File: config.mk
export PLATFORM = sky130hd
export DESIGN_NAME = enclave_perfmon_event_control
export DESIGN_NICKNAME = d
export VERILOG_FILES = /design/src/core/epm_pkg.sv /design/src/core/epm_rec_if.sv /design/src/core/epm_addr_sel.sv /design/src/core/enclave_perfmon_event_control.sv
export SDC_FILE = /design/constraint.sdc
export NUM_CORES = 1
export LEC_CHECK = 0
export BUFFER_PORTS_ARGS = -buffer_cell sky130_fd_sc_hd__buf_4
export CAP_MARGIN = 20
export CORE_ASPECT_RATIO = 2
export CORE_MARGIN = 3
export CORE_UTILIZATION = 52
export CTS_CLUSTER_DIAMETER = 40
export DETAILED_ROUTE_END_ITERATION = 6
export PLACE_DENSITY = 0.81
export SLEW_MARGIN = 0
export SYNTH_ARGS = -nofsm -noshare
export SYNTH_HDL_FRONTEND = slang
export SYNTH_SLANG_ARGS = --single-unit
File: constraint.sdc
create_clock -name core_clk -period 3.2 [get_ports core_clk]
set_input_delay 0.8 -clock core_clk [delete_from_list [all_inputs] [get_ports core_clk]]
set_output_delay 0.8 -clock core_clk [all_outputs]
set_load 0.1 [all_outputs]
File: src/core/epm_pkg.sv
/*
 * Shared constants and types for the enclave performance-monitoring
 * event control block.
 * Assumes a single core clock domain; no software-visible registers.
 */
package epm_pkg;

  localparam int ADDR_W          = 64;
  localparam int NUM_CTR         = 8;
  localparam int NUM_FIXED       = 3;
  // Position of the side-channel indicator in global counter status
  localparam int SCI_BIT         = 60;
  localparam logic SCI_RESET     = 1'b0;
  // Fixed counters that keep counting cycles under opt-out suppression
  localparam logic [2:0] FIXED_CYCLE_MASK = 3'h6;
  localparam logic [7:0] INC_ONE = 8'h01;

  typedef enum logic [2:0] {
    EV_NONE,
    EV_SUP_LEAF,
    EV_KEY_REPORT,
    EV_ENTER_RESUME,
    EV_EXIT_LEAF,
    EV_ASYNC_EXIT
  } enc_event_t;

  typedef enum logic [1:0] {
    STORE_OK,
    STORE_FAULT,
    STORE_TRAP
  } store_status_t;

endpackage

File: src/core/epm_rec_if.sv
/*
 * Carrier between the control core and its eventing address selector.
 * Assumes both ends run on core_clk.
 */
`timescale 1ns/1ns
interface epm_rec_if;
  logic                       in_enclave;
  logic                       opt_out;
  logic [epm_pkg::ADDR_W-1:0] entry_addr;
  epm_pkg::enc_event_t        ev;
  logic [epm_pkg::ADDR_W-1:0] instr_addr;
  logic [epm_pkg::ADDR_W-1:0] ssa_ip;
  logic [epm_pkg::ADDR_W-1:0] aep_addr;
  logic                       eee_done;
  logic                       rec_valid;
  logic [epm_pkg::ADDR_W-1:0] rec_addr;

  modport ctrl (output in_enclave, opt_out, entry_addr, ev, instr_addr,
                ssa_ip, aep_addr, eee_done, input rec_valid, rec_addr);
  modport sel  (input in_enclave, opt_out, entry_addr, ev, instr_addr,
                ssa_ip, aep_addr, eee_done, output rec_valid, rec_addr);
endinterface

File: src/core/epm_addr_sel.sv
/*
 * Eventing address selection for precise sampling records taken at
 * the end of enclave instructions and exits.
 * Assumes the control core presents one retiring event per cycle.
 */
`timescale 1ns/1ns
module epm_addr_sel (
  epm_rec_if.sel  rif,
  input  wire logic pend
);
  wire logic sup   = rif.ev == epm_pkg::EV_SUP_LEAF;
  wire logic keyr  = rif.ev == epm_pkg::EV_KEY_REPORT;
  wire logic entr  = rif.ev == epm_pkg::EV_ENTER_RESUME;
  wire logic exl   = rif.ev == epm_pkg::EV_EXIT_LEAF;
  wire logic async_enclave_exit   = rif.ev == epm_pkg::EV_ASYNC_EXIT;

  // Opt-out entry completes with sampling suppressed, and leaves run
  // inside an opt-out enclave record nothing until the exit
  wire logic quiet = rif.in_enclave & rif.opt_out;
  assign rif.rec_valid = pend & (((sup | keyr) & ~quiet) | exl | async_enclave_exit
                         | rif.eee_done | (entr & ~rif.opt_out));

  assign rif.rec_addr =
    rif.eee_done                ? rif.aep_addr :
    (sup | keyr | entr)         ? rif.instr_addr :
    (exl & rif.opt_out)         ? rif.entry_addr :
    exl                         ? rif.instr_addr :
    (async_enclave_exit & rif.opt_out)         ? rif.entry_addr :
                                  rif.ssa_ip;
endmodule

File: src/core/enclave_perfmon_event_control.sv
/*
 * Per-thread control coordinating counters and precise sampling with
 * enclave entry and exit: suppression, sibling scope, eventing
 * address, record store faults and retirement increments.
 * Assumes retirement logic pulses one event per cycle, synchronous.
 */
`timescale 1ns/1ns

//------------------------------------------------------------
// Operation
//------------------------------------------------------------
// Operation
// - Exit resumes all suppressed monitoring and sampling
// - Exit restores sibling counters to all threads
// - Supervisor leaves report their own address
// - Key-get and report leaves report instruction address
// - Opt-in entry reports address; opt-out suppresses
// - Exit leaf record address depends on mode
// - Async exit record uses saved or entry address
// - Second record after exiting event uses pointer
// - Outside async exit, store faults deliver immediately
// - Async exit store faults hidden, record aborted
// - Async exit store traps pend to boundary
// - Exiting event delivery continues after abort
// - Opt-in transitions add one far branch
// - Opt-in transitions count as retired instructions
// - Opt-out enclave counts as one branch
// - Opt-out enclave counts as one instruction
// - Shared counters untouched by enclave entry
// - Opt-out stops thread counters except cycle fixed
// - Side-channel indicator set only under suppression
// - Opt-in leaves monitoring fully normal
module enclave_perfmon_event_control #(
  parameter int ADDR_W  = epm_pkg::ADDR_W,
  parameter int NUM_CTR = epm_pkg::NUM_CTR
) (
  // Clock, reset, enable
  input  wire logic                core_clk,
  input  wire logic                rst_b,
  input  wire logic                clk_en,
  // Retirement events
  input  wire epm_pkg::enc_event_t ev,
  input  wire logic                ev_opt_out,
  input  wire logic [ADDR_W-1:0]   instr_addr,
  input  wire logic [ADDR_W-1:0]   ssa_ip,
  input  wire logic [ADDR_W-1:0]   aep_addr,
  input  wire logic                eee_done,
  input  wire logic                sample_pending,
  // Counter configuration
  input  wire logic [NUM_CTR-1:0]  ctr_branch,
  input  wire logic [NUM_CTR-1:0]  ctr_instr,
  input  wire logic [NUM_CTR-1:0]  sib_all_threads_count,
  // Record store status
  input  wire epm_pkg::store_status_t store_status,
  input  wire logic                store_in_aex,
  // Sampling record
  output logic                     rec_valid,
  output logic [ADDR_W-1:0]        eventing_address,
  // Counter control
  output logic                     pmc_suppress,
  output logic [2:0]               fixed_suppress,
  output logic                     sampling_suppress,
  output logic [NUM_CTR-1:0]       sib_own_thread_count,
  output logic [NUM_CTR-1:0]       ctr_inc,
  output logic                     shared_ctr_hold,
  output logic                     side_channel_indicator,
  // Store fault handling
  output logic                     fault_deliver,
  output logic                     record_abort,
  output logic                     trap_pending,
  output logic                     eee_continue
);

  //------------------------------------------------------------
  // Entry state
  //------------------------------------------------------------
  typedef enum {ST_OUT, ST_IN_OPTIN, ST_IN_OPTOUT} enc_state_t;
  enc_state_t state;
  enc_state_t next_state;
  logic [ADDR_W-1:0] entry_addr;

  wire logic is_enter = ev == epm_pkg::EV_ENTER_RESUME;
  wire logic is_exit  = ev == epm_pkg::EV_EXIT_LEAF ||
                        ev == epm_pkg::EV_ASYNC_EXIT;
  wire logic opt_out  = state == ST_IN_OPTOUT;
  wire logic in_encl  = state != ST_OUT;

  function automatic logic [NUM_CTR-1:0] sel_mask(
    input logic              en,
    input logic [NUM_CTR-1:0] m);
    sel_mask = en ? m : '0;
  endfunction

  always_comb begin
    next_state = state;
    case (state)
      ST_OUT: begin
        if (is_enter)
          next_state = ev_opt_out ? ST_IN_OPTOUT : ST_IN_OPTIN;
      end
      ST_IN_OPTIN, ST_IN_OPTOUT: begin
        if (is_exit)
          next_state = ST_OUT;
      end
      default: next_state = ST_OUT;
    endcase
  end

  always_ff @(posedge core_clk or negedge rst_b) begin
    if (!rst_b) begin
      state      <= ST_OUT;
      entry_addr <= '0;
    end else if (clk_en) begin
      state <= next_state;
      if (is_enter && state == ST_OUT)
        entry_addr <= instr_addr;
    end
  end

  //------------------------------------------------------------
  // Eventing address selection
  //------------------------------------------------------------
  epm_rec_if rif ();
  assign rif.in_enclave = in_encl;
  // On entry the mode comes from the event itself
  assign rif.opt_out    = is_enter ? ev_opt_out : opt_out;
  assign rif.entry_addr = entry_addr;
  assign rif.ev         = ev;
  assign rif.instr_addr = instr_addr;
  assign rif.ssa_ip     = ssa_ip;
  assign rif.aep_addr   = aep_addr;
  assign rif.eee_done   = eee_done;

  epm_addr_sel u_sel (
    .rif  (rif.sel),
    .pend (sample_pending)
  );

  //------------------------------------------------------------
  // Suppression and retirement increments
  //------------------------------------------------------------
  wire logic next_sup = next_state == ST_IN_OPTOUT;
  wire logic optin_tr = (is_enter && !ev_opt_out && state == ST_OUT) ||
                        (is_exit && state == ST_IN_OPTIN);
  // Whole opt-out run is one branch and one instruction, credited at exit
  wire logic optout_x = is_exit && state == ST_IN_OPTOUT;
  wire logic one_inc  = optin_tr || optout_x;
  wire logic [NUM_CTR-1:0] next_inc =
    sel_mask(one_inc, ctr_branch) |
    sel_mask(one_inc, ctr_instr);

  // Fault on record store: hidden at end of async exit, else delivered
  wire logic st_fault = store_status == epm_pkg::STORE_FAULT;
  wire logic st_trap  = store_status == epm_pkg::STORE_TRAP;
  wire logic boundary = ev != epm_pkg::EV_NONE;
  // Either kind of store fault aborts the record in flight
  wire logic aex_fault = st_fault && store_in_aex;
  wire logic now_fault = st_fault && !store_in_aex;
  // A trap found after async exit waits for the next boundary
  wire logic trap_set  = st_trap && store_in_aex;

  // Cycle-counting fixed counters keep running under suppression
  wire logic [2:0] next_fixed = next_sup ? ~epm_pkg::FIXED_CYCLE_MASK
                                         : 3'h0;
  wire logic [NUM_CTR-1:0] next_sib =
    sel_mask(next_sup, sib_all_threads_count);

  always_ff @(posedge core_clk or negedge rst_b) begin
    if (!rst_b) begin
      rec_valid              <= 1'b0;
      eventing_address       <= '0;
      pmc_suppress           <= 1'b0;
      fixed_suppress         <= 3'h0;
      sampling_suppress      <= 1'b0;
      sib_own_thread_count   <= '0;
      ctr_inc                <= '0;
      shared_ctr_hold        <= 1'b0;
      side_channel_indicator <= epm_pkg::SCI_RESET;
      fault_deliver          <= 1'b0;
      record_abort           <= 1'b0;
      trap_pending           <= 1'b0;
      eee_continue           <= 1'b0;
    end else if (clk_en) begin
      rec_valid        <= rif.rec_valid;
      eventing_address <= rif.rec_addr;
      // Opt-in keeps everything running; opt-out stops thread counters
      pmc_suppress      <= next_sup;
      fixed_suppress    <= next_fixed;
      sampling_suppress <= next_sup;
      sib_own_thread_count <= next_sib;
      ctr_inc           <= next_inc;
      shared_ctr_hold   <= 1'b0;
      side_channel_indicator <= next_sup;
      fault_deliver <= now_fault;
      record_abort  <= st_fault;
      eee_continue  <= aex_fault;
      if (trap_set)
        trap_pending <= 1'b1;
      else if (boundary)
        trap_pending <= 1'b0;
    end
  end

  //------------------------------------------------------------
  // Checks: exit, suppression and scope
  //------------------------------------------------------------
  a_exit_unsup: assert property (
    @(posedge core_clk) disable iff (!rst_b)
    clk_en && is_exit && in_encl |=> !sampling_suppress && !pmc_suppress)
    else $error("suppression kept after exit");
  a_sib_restore: assert property (
    @(posedge core_clk) disable iff (!rst_b)
    clk_en && is_exit |=> sib_own_thread_count == '0)
    else $error("sibling scope not restored");
  a_exit_fixed: assert property (
    @(posedge core_clk) disable iff (!rst_b)
    clk_en && is_exit |=> fixed_suppress == 3'h0 && !side_channel_indicator)
    else $error("fixed counters held after exit");
  a_optout_stop: assert property (
    @(posedge core_clk) disable iff (!rst_b)
    clk_en && is_enter && ev_opt_out && state == ST_OUT |=>
    pmc_suppress && sampling_suppress
    && fixed_suppress == ~epm_pkg::FIXED_CYCLE_MASK)
    else $error("opt-out entry left monitoring on");
  a_sib_narrow: assert property (
    @(posedge core_clk) disable iff (!rst_b)
    clk_en && next_state == ST_IN_OPTOUT |=>
    sib_own_thread_count == $past(sib_all_threads_count))
    else $error("sibling counters not narrowed");
  a_optin_norm: assert property (
    @(posedge core_clk) disable iff (!rst_b)
    clk_en && is_enter && !ev_opt_out && state == ST_OUT |=>
    !pmc_suppress && !sampling_suppress && fixed_suppress == 3'h0)
    else $error("opt-in entry suppressed monitoring");
  a_sci_track: assert property (
    @(posedge core_clk) disable iff (!rst_b)
    clk_en && is_enter && state == ST_OUT |=>
    side_channel_indicator == $past(ev_opt_out))
    else $error("indicator mismatch");
  a_sci_clear: assert property (
    @(posedge core_clk) disable iff (!rst_b)
    clk_en && state == ST_OUT && !is_enter |=> !side_channel_indicator)
    else $error("indicator set outside enclave");
  a_shared_free: assert property (
    @(posedge core_clk) disable iff (!rst_b)
    clk_en && is_enter |=> !shared_ctr_hold)
    else $error("shared counters held on entry");
  a_entry_keep: assert property (
    @(posedge core_clk) disable iff (!rst_b)
    clk_en && is_enter && state == ST_OUT |=>
    entry_addr == $past(instr_addr))
    else $error("entry address not kept");

  //------------------------------------------------------------
  // Checks: records and eventing address
  //------------------------------------------------------------
  a_sup_addr: assert property (
    @(posedge core_clk) disable iff (!rst_b)
    clk_en && ev == epm_pkg::EV_SUP_LEAF && sample_pending && !eee_done
    && !opt_out |=> rec_valid && eventing_address == $past(instr_addr))
    else $error("wrong supervisor leaf address");
  a_key_addr: assert property (
    @(posedge core_clk) disable iff (!rst_b)
    clk_en && ev == epm_pkg::EV_KEY_REPORT && sample_pending && !eee_done
    && !opt_out |=> rec_valid && eventing_address == $past(instr_addr))
    else $error("wrong key or report leaf address");
  a_optout_quiet: assert property (
    @(posedge core_clk) disable iff (!rst_b)
    clk_en && opt_out && !is_exit && !is_enter && !eee_done |=> !rec_valid)
    else $error("record inside opt-out enclave");
  a_optout_norec: assert property (
    @(posedge core_clk) disable iff (!rst_b)
    clk_en && is_enter && ev_opt_out && !eee_done |=> !rec_valid)
    else $error("record on opt-out entry");
  a_enter_addr: assert property (
    @(posedge core_clk) disable iff (!rst_b)
    clk_en && is_enter && !ev_opt_out && sample_pending && !eee_done
    |=> rec_valid && eventing_address == $past(instr_addr))
    else $error("wrong opt-in entry address");
  a_exit_addr: assert property (
    @(posedge core_clk) disable iff (!rst_b)
    clk_en && ev == epm_pkg::EV_EXIT_LEAF && opt_out && sample_pending
    && !eee_done |=> rec_valid && eventing_address == $past(entry_addr))
    else $error("wrong exit leaf address");
  a_exit_optin: assert property (
    @(posedge core_clk) disable iff (!rst_b)
    clk_en && ev == epm_pkg::EV_EXIT_LEAF && !opt_out && sample_pending
    && !eee_done |=> rec_valid && eventing_address == $past(instr_addr))
    else $error("wrong opt-in exit leaf address");
  a_aex_ssa: assert property (
    @(posedge core_clk) disable iff (!rst_b)
    clk_en && ev == epm_pkg::EV_ASYNC_EXIT && state == ST_IN_OPTIN
    && sample_pending && !eee_done |=> eventing_address == $past(ssa_ip))
    else $error("wrong async exit address");
  a_aex_entry: assert property (
    @(posedge core_clk) disable iff (!rst_b)
    clk_en && ev == epm_pkg::EV_ASYNC_EXIT && opt_out && sample_pending
    && !eee_done |=> rec_valid && eventing_address == $past(entry_addr))
    else $error("wrong opt-out async exit address");
  a_eee_aep: assert property (
    @(posedge core_clk) disable iff (!rst_b)
    clk_en && eee_done && sample_pending |=>
    rec_valid && eventing_address == $past(aep_addr))
    else $error("wrong second record address");
  a_no_pend: assert property (
    @(posedge core_clk) disable iff (!rst_b)
    clk_en && !sample_pending |=> !rec_valid)
    else $error("record without pending event");

  //------------------------------------------------------------
  // Checks: increments and store faults
  //------------------------------------------------------------
  a_optin_inc: assert property (
    @(posedge core_clk) disable iff (!rst_b)
    clk_en && optin_tr |=>
    ctr_inc == ($past(ctr_branch) | $past(ctr_instr)))
    else $error("opt-in transition not counted");
  a_optout_inc: assert property (
    @(posedge core_clk) disable iff (!rst_b)
    clk_en && optout_x |=>
    ctr_inc == ($past(ctr_branch) | $past(ctr_instr)))
    else $error("opt-out run not counted once");
  a_optout_entry: assert property (
    @(posedge core_clk) disable iff (!rst_b)
    clk_en && is_enter && ev_opt_out |=> ctr_inc == '0)
    else $error("opt-out entry counted");
  a_idle_noinc: assert property (
    @(posedge core_clk) disable iff (!rst_b)
    clk_en && !is_enter && !is_exit |=> ctr_inc == '0)
    else $error("increment without transition");
  a_fault_now: assert property (
    @(posedge core_clk) disable iff (!rst_b)
    clk_en && now_fault |=> fault_deliver && record_abort && !eee_continue)
    else $error("store fault not delivered");
  a_fault_hide: assert property (
    @(posedge core_clk) disable iff (!rst_b)
    clk_en && aex_fault |=> !fault_deliver && record_abort && eee_continue)
    else $error("async exit fault reported");
  a_cont_aex: assert property (
    @(posedge core_clk) disable iff (!rst_b)
    clk_en && !aex_fault |=> !eee_continue)
    else $error("exiting event resumed without abort");
  a_trap_pend: assert property (
    @(posedge core_clk) disable iff (!rst_b)
    clk_en && trap_set |=> trap_pending && !fault_deliver)
    else $error("store trap not held");
  a_trap_clear: assert property (
    @(posedge core_clk) disable iff (!rst_b)
    clk_en && boundary && !trap_set |=> !trap_pending)
    else $error("store trap held past boundary");

endmodule

==> qor.yml, run 1 <==
status: "finished clean"
placed_cell_area_mm2: 0.0129
drt_first_pass_iters: 7
r2r_slack_ns: 0.32
port-buffer-count: 316
grt_max_degree: 103
core_mm2: 0.0195
grt_pass1_vias: 9440
antenna_left: 0
setup_tns_ns: 0
core.rowCount: 72
period_share_pct: 90.1
syn2layout_area_growth_pct: 29.9
worstPathArrival_ns: 3.20
design_area_mm2: 0.0135
dieWidth_um: 106
grt-ovfl-total: 0
ys_seq_area_share_pct: 43.7
irDropWorstVdd_v: 0.000479
power_density_mw_per_mm2: 665
end_kind: "flip-flop"
reg2reg_depth: 5
viasPerCell: 6.22
clock_skew_ns: 0.00956
place_congestion: 0.868
post-route-min-period_ns: 2.88
antenna_found_initial: 1
cts_resized: 0
hold_class: "input port to async pin"
fp.dieH_um: 206
holdBufCountCts: 0
clock-sinks: 182
syn_avg_cell_area_um2: 11.1
nNetsFinal: 1427
rsz0062_at_grt: "no"
avgRoutedWirePerCell_um: 21.8
grt_pass1_wl_um: 49800
clock.fmax_mhz: 347
required_ns: 3.52
hold_viol_final: 0
synth.distinct_cells: 47
post-cts-setup-buffers: 0
fillCellCount: 1513
cts_max_level: 4
multi_input_area_mm2: 0.00535
ios: 320
worst_pin_slew_ns: 0.835
synth-main-ff-cell: "dfrtp_1"
hpwl_um: 21800
clk_latency_ns: 0.43
clockBufferDepth: 2
drv_cap: 0
syn-cell-area_mm2: 0.0104
synth_warnings: 0
finalWirelength_um: 32100
critPathKind: "flip-flop to flip-flop"
clk_pin_slew_ns: 0.07
drtIter0Drc: 515
track_usage_pct: 28.9
drive_gt1_share_pct: 47.0
whs_ns: 0.311
async_flop_share_pct: 100
cts-buffers-inserted: 17
max_slew_margin_pct: 44.3
die_area_mm2: 0.0219
reg2reg_to: "entry_addr[30]"
finalSetupViolations: 0
cp_max_fo: 34
drc: 0
syn_inst: 940
ys_ff_latch: 182
cts_root_buffer: "clkbuf_16"
start_kind: "flip-flop"
cts_tree: "built"
seq_area_mm2: 0.00455
slew_viol_final: 0
leakage_nw: 5.79
vias: 9163
start_util_pct: 53.3
synth-edff-count: 0
r2r_start: "state[26]"
-- power breakdown --
part | leakage, nW | switching (mW) | total [mW] | internal (mW)
Combinational | 3.26 | 2.44 | 3.56 | 1.12
Clock | 0.292 | 0.950 | 2.13 | 1.18
Sequential | 2.23 | 0.408 | 3.30 | 2.90
Total | 5.79 | 3.80 | 9.00 | 5.20
-- flip-flops by register name (all words and copies together), names as in the netlist --
| name | cells |
|---|---|
| eee_continue | 1 |
| rec_valid | 1 |
| side_channel_indicator | 1 |
| trap_pending | 1 |
| state | 32 |
| eventing_address | 64 |
| sib_own_thread_count | 8 |
| record_abort | 1 |
| entry_addr | 64 |
| ctr_inc | 8 |
| fault_deliver | 1 |
-- metrics by stage --
stage,setup WS (ns),util [%],std cells,power [mW]
final,0.316,69.2,1472,9.00
after CTS,0.299,69.2,1471,9.04
after global placement,0.388,66.2,1439,6.81
after floorplan,0.589,-,942,5.90
after global routing,0.184,69.2,1472,9.37
after detailed placement,0.324,66.2,1439,6.90
-- metal layers --
layer	track usage, %	routed length, um	part of all wire, %	up-vias
li1	-	-	-	4152
met1	33.4	11900	37	4543
met2	51.1	17200	54	380
met3	4.41	1550	4.8	88
met4	16.1	1480	4.6	0
met5	0	0	0	-
-- final cells by class --
| cell class | instances | area share, % |
|---|---|---|
| sequential | 182 | 33.7 |
| inverter | 6 | 0.166 |
| timing repair buffer | 344 | 19.9 |
| clock buffer | 18 | 3.25 |
| clock inverter | 14 | 1.12 |
| antenna | 1 | 0.0185 |
| tap | 259 | 2.39 |
| multi-input combinational | 648 | 39.6 |
-- synthesized netlist by cell type, types with 2 or more instances --
cell type,count,area [um^2]
a211o_1,62,543
a22o_1,9,78.8
nand2_1,8,30.0
nor2b_1,33,206
or3_1,3,18.8
mux2i_1,2,20.0
buf_6,12,135
o21ai_0,73,365
o2bb2ai_1,9,78.8
or4_1,6,45.0
o211ai_1,3,22.5
nand3_1,4,20.0
nand3b_1,63,473
inv_1,6,22.5
a211oi_2,60,751
a31oi_1,2,12.5
nor3_1,2,10.0
buf_1,6,22.5
a211oi_1,2,15.0
buf_4,11,82.6
nor4_1,4,25.0
clkbuf_1,67,251
buf_2,10,50.1
nand2b_1,7,43.8
o31ai_4,2,42.5
o221ai_2,60,901
dfrtp_1,182,4550
o221ai_1,3,26.3
nor2_1,17,63.8
a21oi_1,131,656
mux2_2,65,732
-- kinds of logic after synthesis --
group	share of synthesized area (%)
compound gates	34.0
flops	43.7
simple gates	9.59
buf+inv	5.42
mux	7.22
other cells	0.0360
-- layout by cell type, fill, tap and decap left out, types with 6 or more instances in the layout --
cell type,Yosys,final
buf_4,11,335
inv_1,6,6
nand2_1,8,8
nor2_1,17,16
nand3b_1,63,63
dfrtp_1,182,182
buf_12,0,8
mux2_2,65,65
clkbuf_16,0,17
a21oi_1,131,131
a211oi_2,60,60
nand2b_1,7,6
a22o_1,9,9
o221ai_2,60,60
o21ai_0,73,73
or4_1,6,6
nor2b_1,33,32
a211o_1,62,62
o2bb2ai_1,9,9
-- worst max-delay path by stage --
stage | slack, ns | endpoint | start | cells past startpoint
after floorplan | 0.59 | entry_addr[0] | state[26] | 7
after global placement | 0.39 | entry_addr[33] | state[26] | 5
after detailed placement | 0.32 | entry_addr[30] | state[26] | 5
after CTS | 0.30 | entry_addr[30] | state[26] | 5
after global routing | 0.18 | entry_addr[30] | state[26] | 5
final | 0.32 | entry_addr[30] | state[26] | 5
-- worst max-delay path: stages (launching register included) --
cell     delay [ns]
dfrtp_1        0.38
or4_1          0.68
or4_1          0.55
nor4_4         0.28
buf_4          0.46
mux2_2         0.40
Note: power is estimated with default switching activity, not from simulation.
==> run 2: changes to the inputs <==
--- a/config.mk
+++ b/config.mk
@@ -13,6 +13,7 @@
 export CTS_CLUSTER_DIAMETER = 40
 export DETAILED_ROUTE_END_ITERATION = 6
 export PLACE_DENSITY = 0.81
+export SETUP_SLACK_MARGIN = 0.5
 export SLEW_MARGIN = 0
 export SYNTH_ARGS = -nofsm -noshare
 export SYNTH_HDL_FRONTEND = slang
==> qor.yml, run 2 (same netlist as run 1, synthesis figures left out) <==
switching_share_pct: 42.2  # about the same
layout_setup_ws_ns: 0.530  # +0.214 ns
ios: 320  # unchanged
cts_root_buffer: "clkbuf_16"
dieWidth_um: 106  # unchanged
multi_input_area_mm2: 0.00540  # +0.86%
fillCellCount: 1483  # -2.0%
start_util_pct: 53.3  # unchanged
core_mm2: 0.0195  # unchanged
worst_pin_slew_ns: 0.822  # -0.0129 ns
end_kind: "flip-flop"
mostFrequentLayoutCells: "buf_4, dfrtp_1, a21oi_1, o21ai_0, mux2_2"
dp.cells: 1439  # unchanged
leakage_nw: 5.87  # +1.5%
drv_cap: 0  # unchanged
clockBufferDepth: 2  # unchanged
finalWirelength_um: 32900  # +2.5%
fp.dieH_um: 206  # unchanged
slew_viol_final: 0  # unchanged
placed_cell_area_mm2: 0.0129  # unchanged
grt-ovfl-total: 0  # unchanged
p_sw_mw: 3.85  # +1.3%
viasPerCell: 6.27  # +0.70%
clock-sinks: 182  # unchanged
track_usage_pct: 29.0  # +0.047 points
finalSetupViolations: 0  # unchanged
core.rowCount: 72  # unchanged
place_congestion: 0.868  # unchanged
worstPathArrival_ns: 3.01  # -0.19 ns
cts-buffers-inserted: 17  # unchanged
hpwl_um: 21800  # unchanged
clock_skew_ns: 0.0121  # +0.00251 ns
power_density_mw_per_mm2: 663  # -0.30%
die_area_mm2: 0.0219  # unchanged
max_slew_margin_pct: 45.2  # +0.86 points
irDropWorstVdd_v: 0.000479  # about the same
design_area_mm2: 0.0137  # +1.6%
setup_tns_ns: 0  # unchanged
antenna_found_initial: 1  # unchanged
vias: 9284  # +1.3%
grt_pass1_wl_um: 49900  # +0.22%
hold_viol_final: 0  # unchanged
period_share_pct: 83.5  # -6.7 points
reg_top3: "entry_addr (64), eventing_address (64), state (32)"
dp_slack_ns: 0.324  # unchanged
r2r_slack_ns: 0.53  # +0.21 ns
clock_power_share_pct: 23.4  # -0.3 points
seqPwrFrac_pct: 36.4  # -0.3 points
drc: 0  # unchanged
clk_latency_ns: 0.43  # about the same
cp_max_fo: 25  # -26%
grt_max_degree: 103  # unchanged
pwr-share-comb_pct: 40.2  # +0.6 points
critPathKind: "flip-flop to flip-flop"
instances_no_fill: 1481  # +0.61%
hold_class: "input port to async pin"
start_kind: "flip-flop"
port-buffer-count: 316  # unchanged
clk_pin_slew_ns: 0.07  # about the same
rsz0062_at_grt: "yes"
layout_commonest_cell: "buf_4"
drt_first_pass_iters: 5  # -2
cts_tree: "built"
antenna_left: 0  # unchanged
grt_pass1_vias: 9450  # +0.11%
required_ns: 3.54  # +0.02 ns
drive_gt1_share_pct: 47.7  # +0.64 points
intPower_mw: 5.26  # +1.2%
seq_area_mm2: 0.00455  # unchanged
clock.fmax_mhz: 374  # +8.0%
nNetsFinal: 1436  # +0.63%
syn2layout_area_growth_pct: 31.9
drtIter0Drc: 502  # -2.5%
status: "finished clean"
post-route-min-period_ns: 2.67  # -0.214 ns
cts_max_level: 4  # unchanged
avgRoutedWirePerCell_um: 22.2  # +1.9%
[run 2: cell count changes in the layout (fill, tap and decap cells not counted), sizes merged]
cell / change
clkbuf: +3
buf: +6
[run 2: path summary, 6_finish.rpt]
path | startpoint | endpoint | cells past startpoint
max in group asynchronous | rst_b | entry_addr[6] | 2
hold reg to reg | ctr_inc[0] | ctr_inc[0] | 1
setup reg to reg | state[9] | eventing_address[31] | 7
min in group core_clk | ctr_inc[0] | ctr_inc[0] | 1
setup / recovery | state[9] | eventing_address[31] | 7
hold / removal | rst_b | eventing_address[16] | 1
[run 2: layer usage]
metal | up-vias | share of wire (%) | GRT usage (%)
met5 | - | 0 | 0
met4 | 0 | 4.7 | 16.0
met3 | 95 | 4.8 | 4.28
met2 | 382 | 54 | 51.4
met1 | 4629 | 37 | 33.4
li1 | 4178 | - | -
[run 2: area by class of cell]
type	count	area share, %
clock inverter	14	1.10
sequential	182	33.1
multi-input combinational	648	39.3
tap	259	2.36
timing repair buffer	353	20.8
antenna	1	0.0182
inverter	6	0.164
clock buffer	18	3.19
[run 2: what timing repair did]
item / 4_1_cts / 5_1_grt
endpoints found under the setup margin: 119 / 89
hold buffers: 0 / 0
pin swaps: 1 / 4
gates resized for setup: 12 / 8
cloned: 0 / 3
setup buffers: 4 / 2
[run 2: per-stage QoR]
stage | hold slack, ns | utilization [%] | total power [mW]
CTS | 0.312 | 69.6 | 9.07
floorplan | 0.455 | - | 5.90
global route | 0.322 | 70.3 | 9.48
detailed placement | 0.479 | 66.2 | 6.90
global placement | 0.473 | 66.2 | 6.81
finish | 0.312 | 70.3 | 9.12
[run 2: critical path, cell delays in order (launching register included)]
cell,delay [ns]
dfrtp_1,0.37
or4_1,0.57
or4_4,0.60
o31ai_4,0.25
buf_4,0.17
buf_12,0.17
a21oi_1,0.15
a211oi_2,0.26
[run 2: power by group through the flow]
stage	logic, mW	registers, mW	clock network (mW)
after floorplan	1.36	4.54	0
after global placement	3.51	3.30	0
after detailed placement	3.57	3.34	0
after CTS	3.60	3.30	2.16
after global routing	3.83	3.39	2.26
final	3.66	3.32	2.13
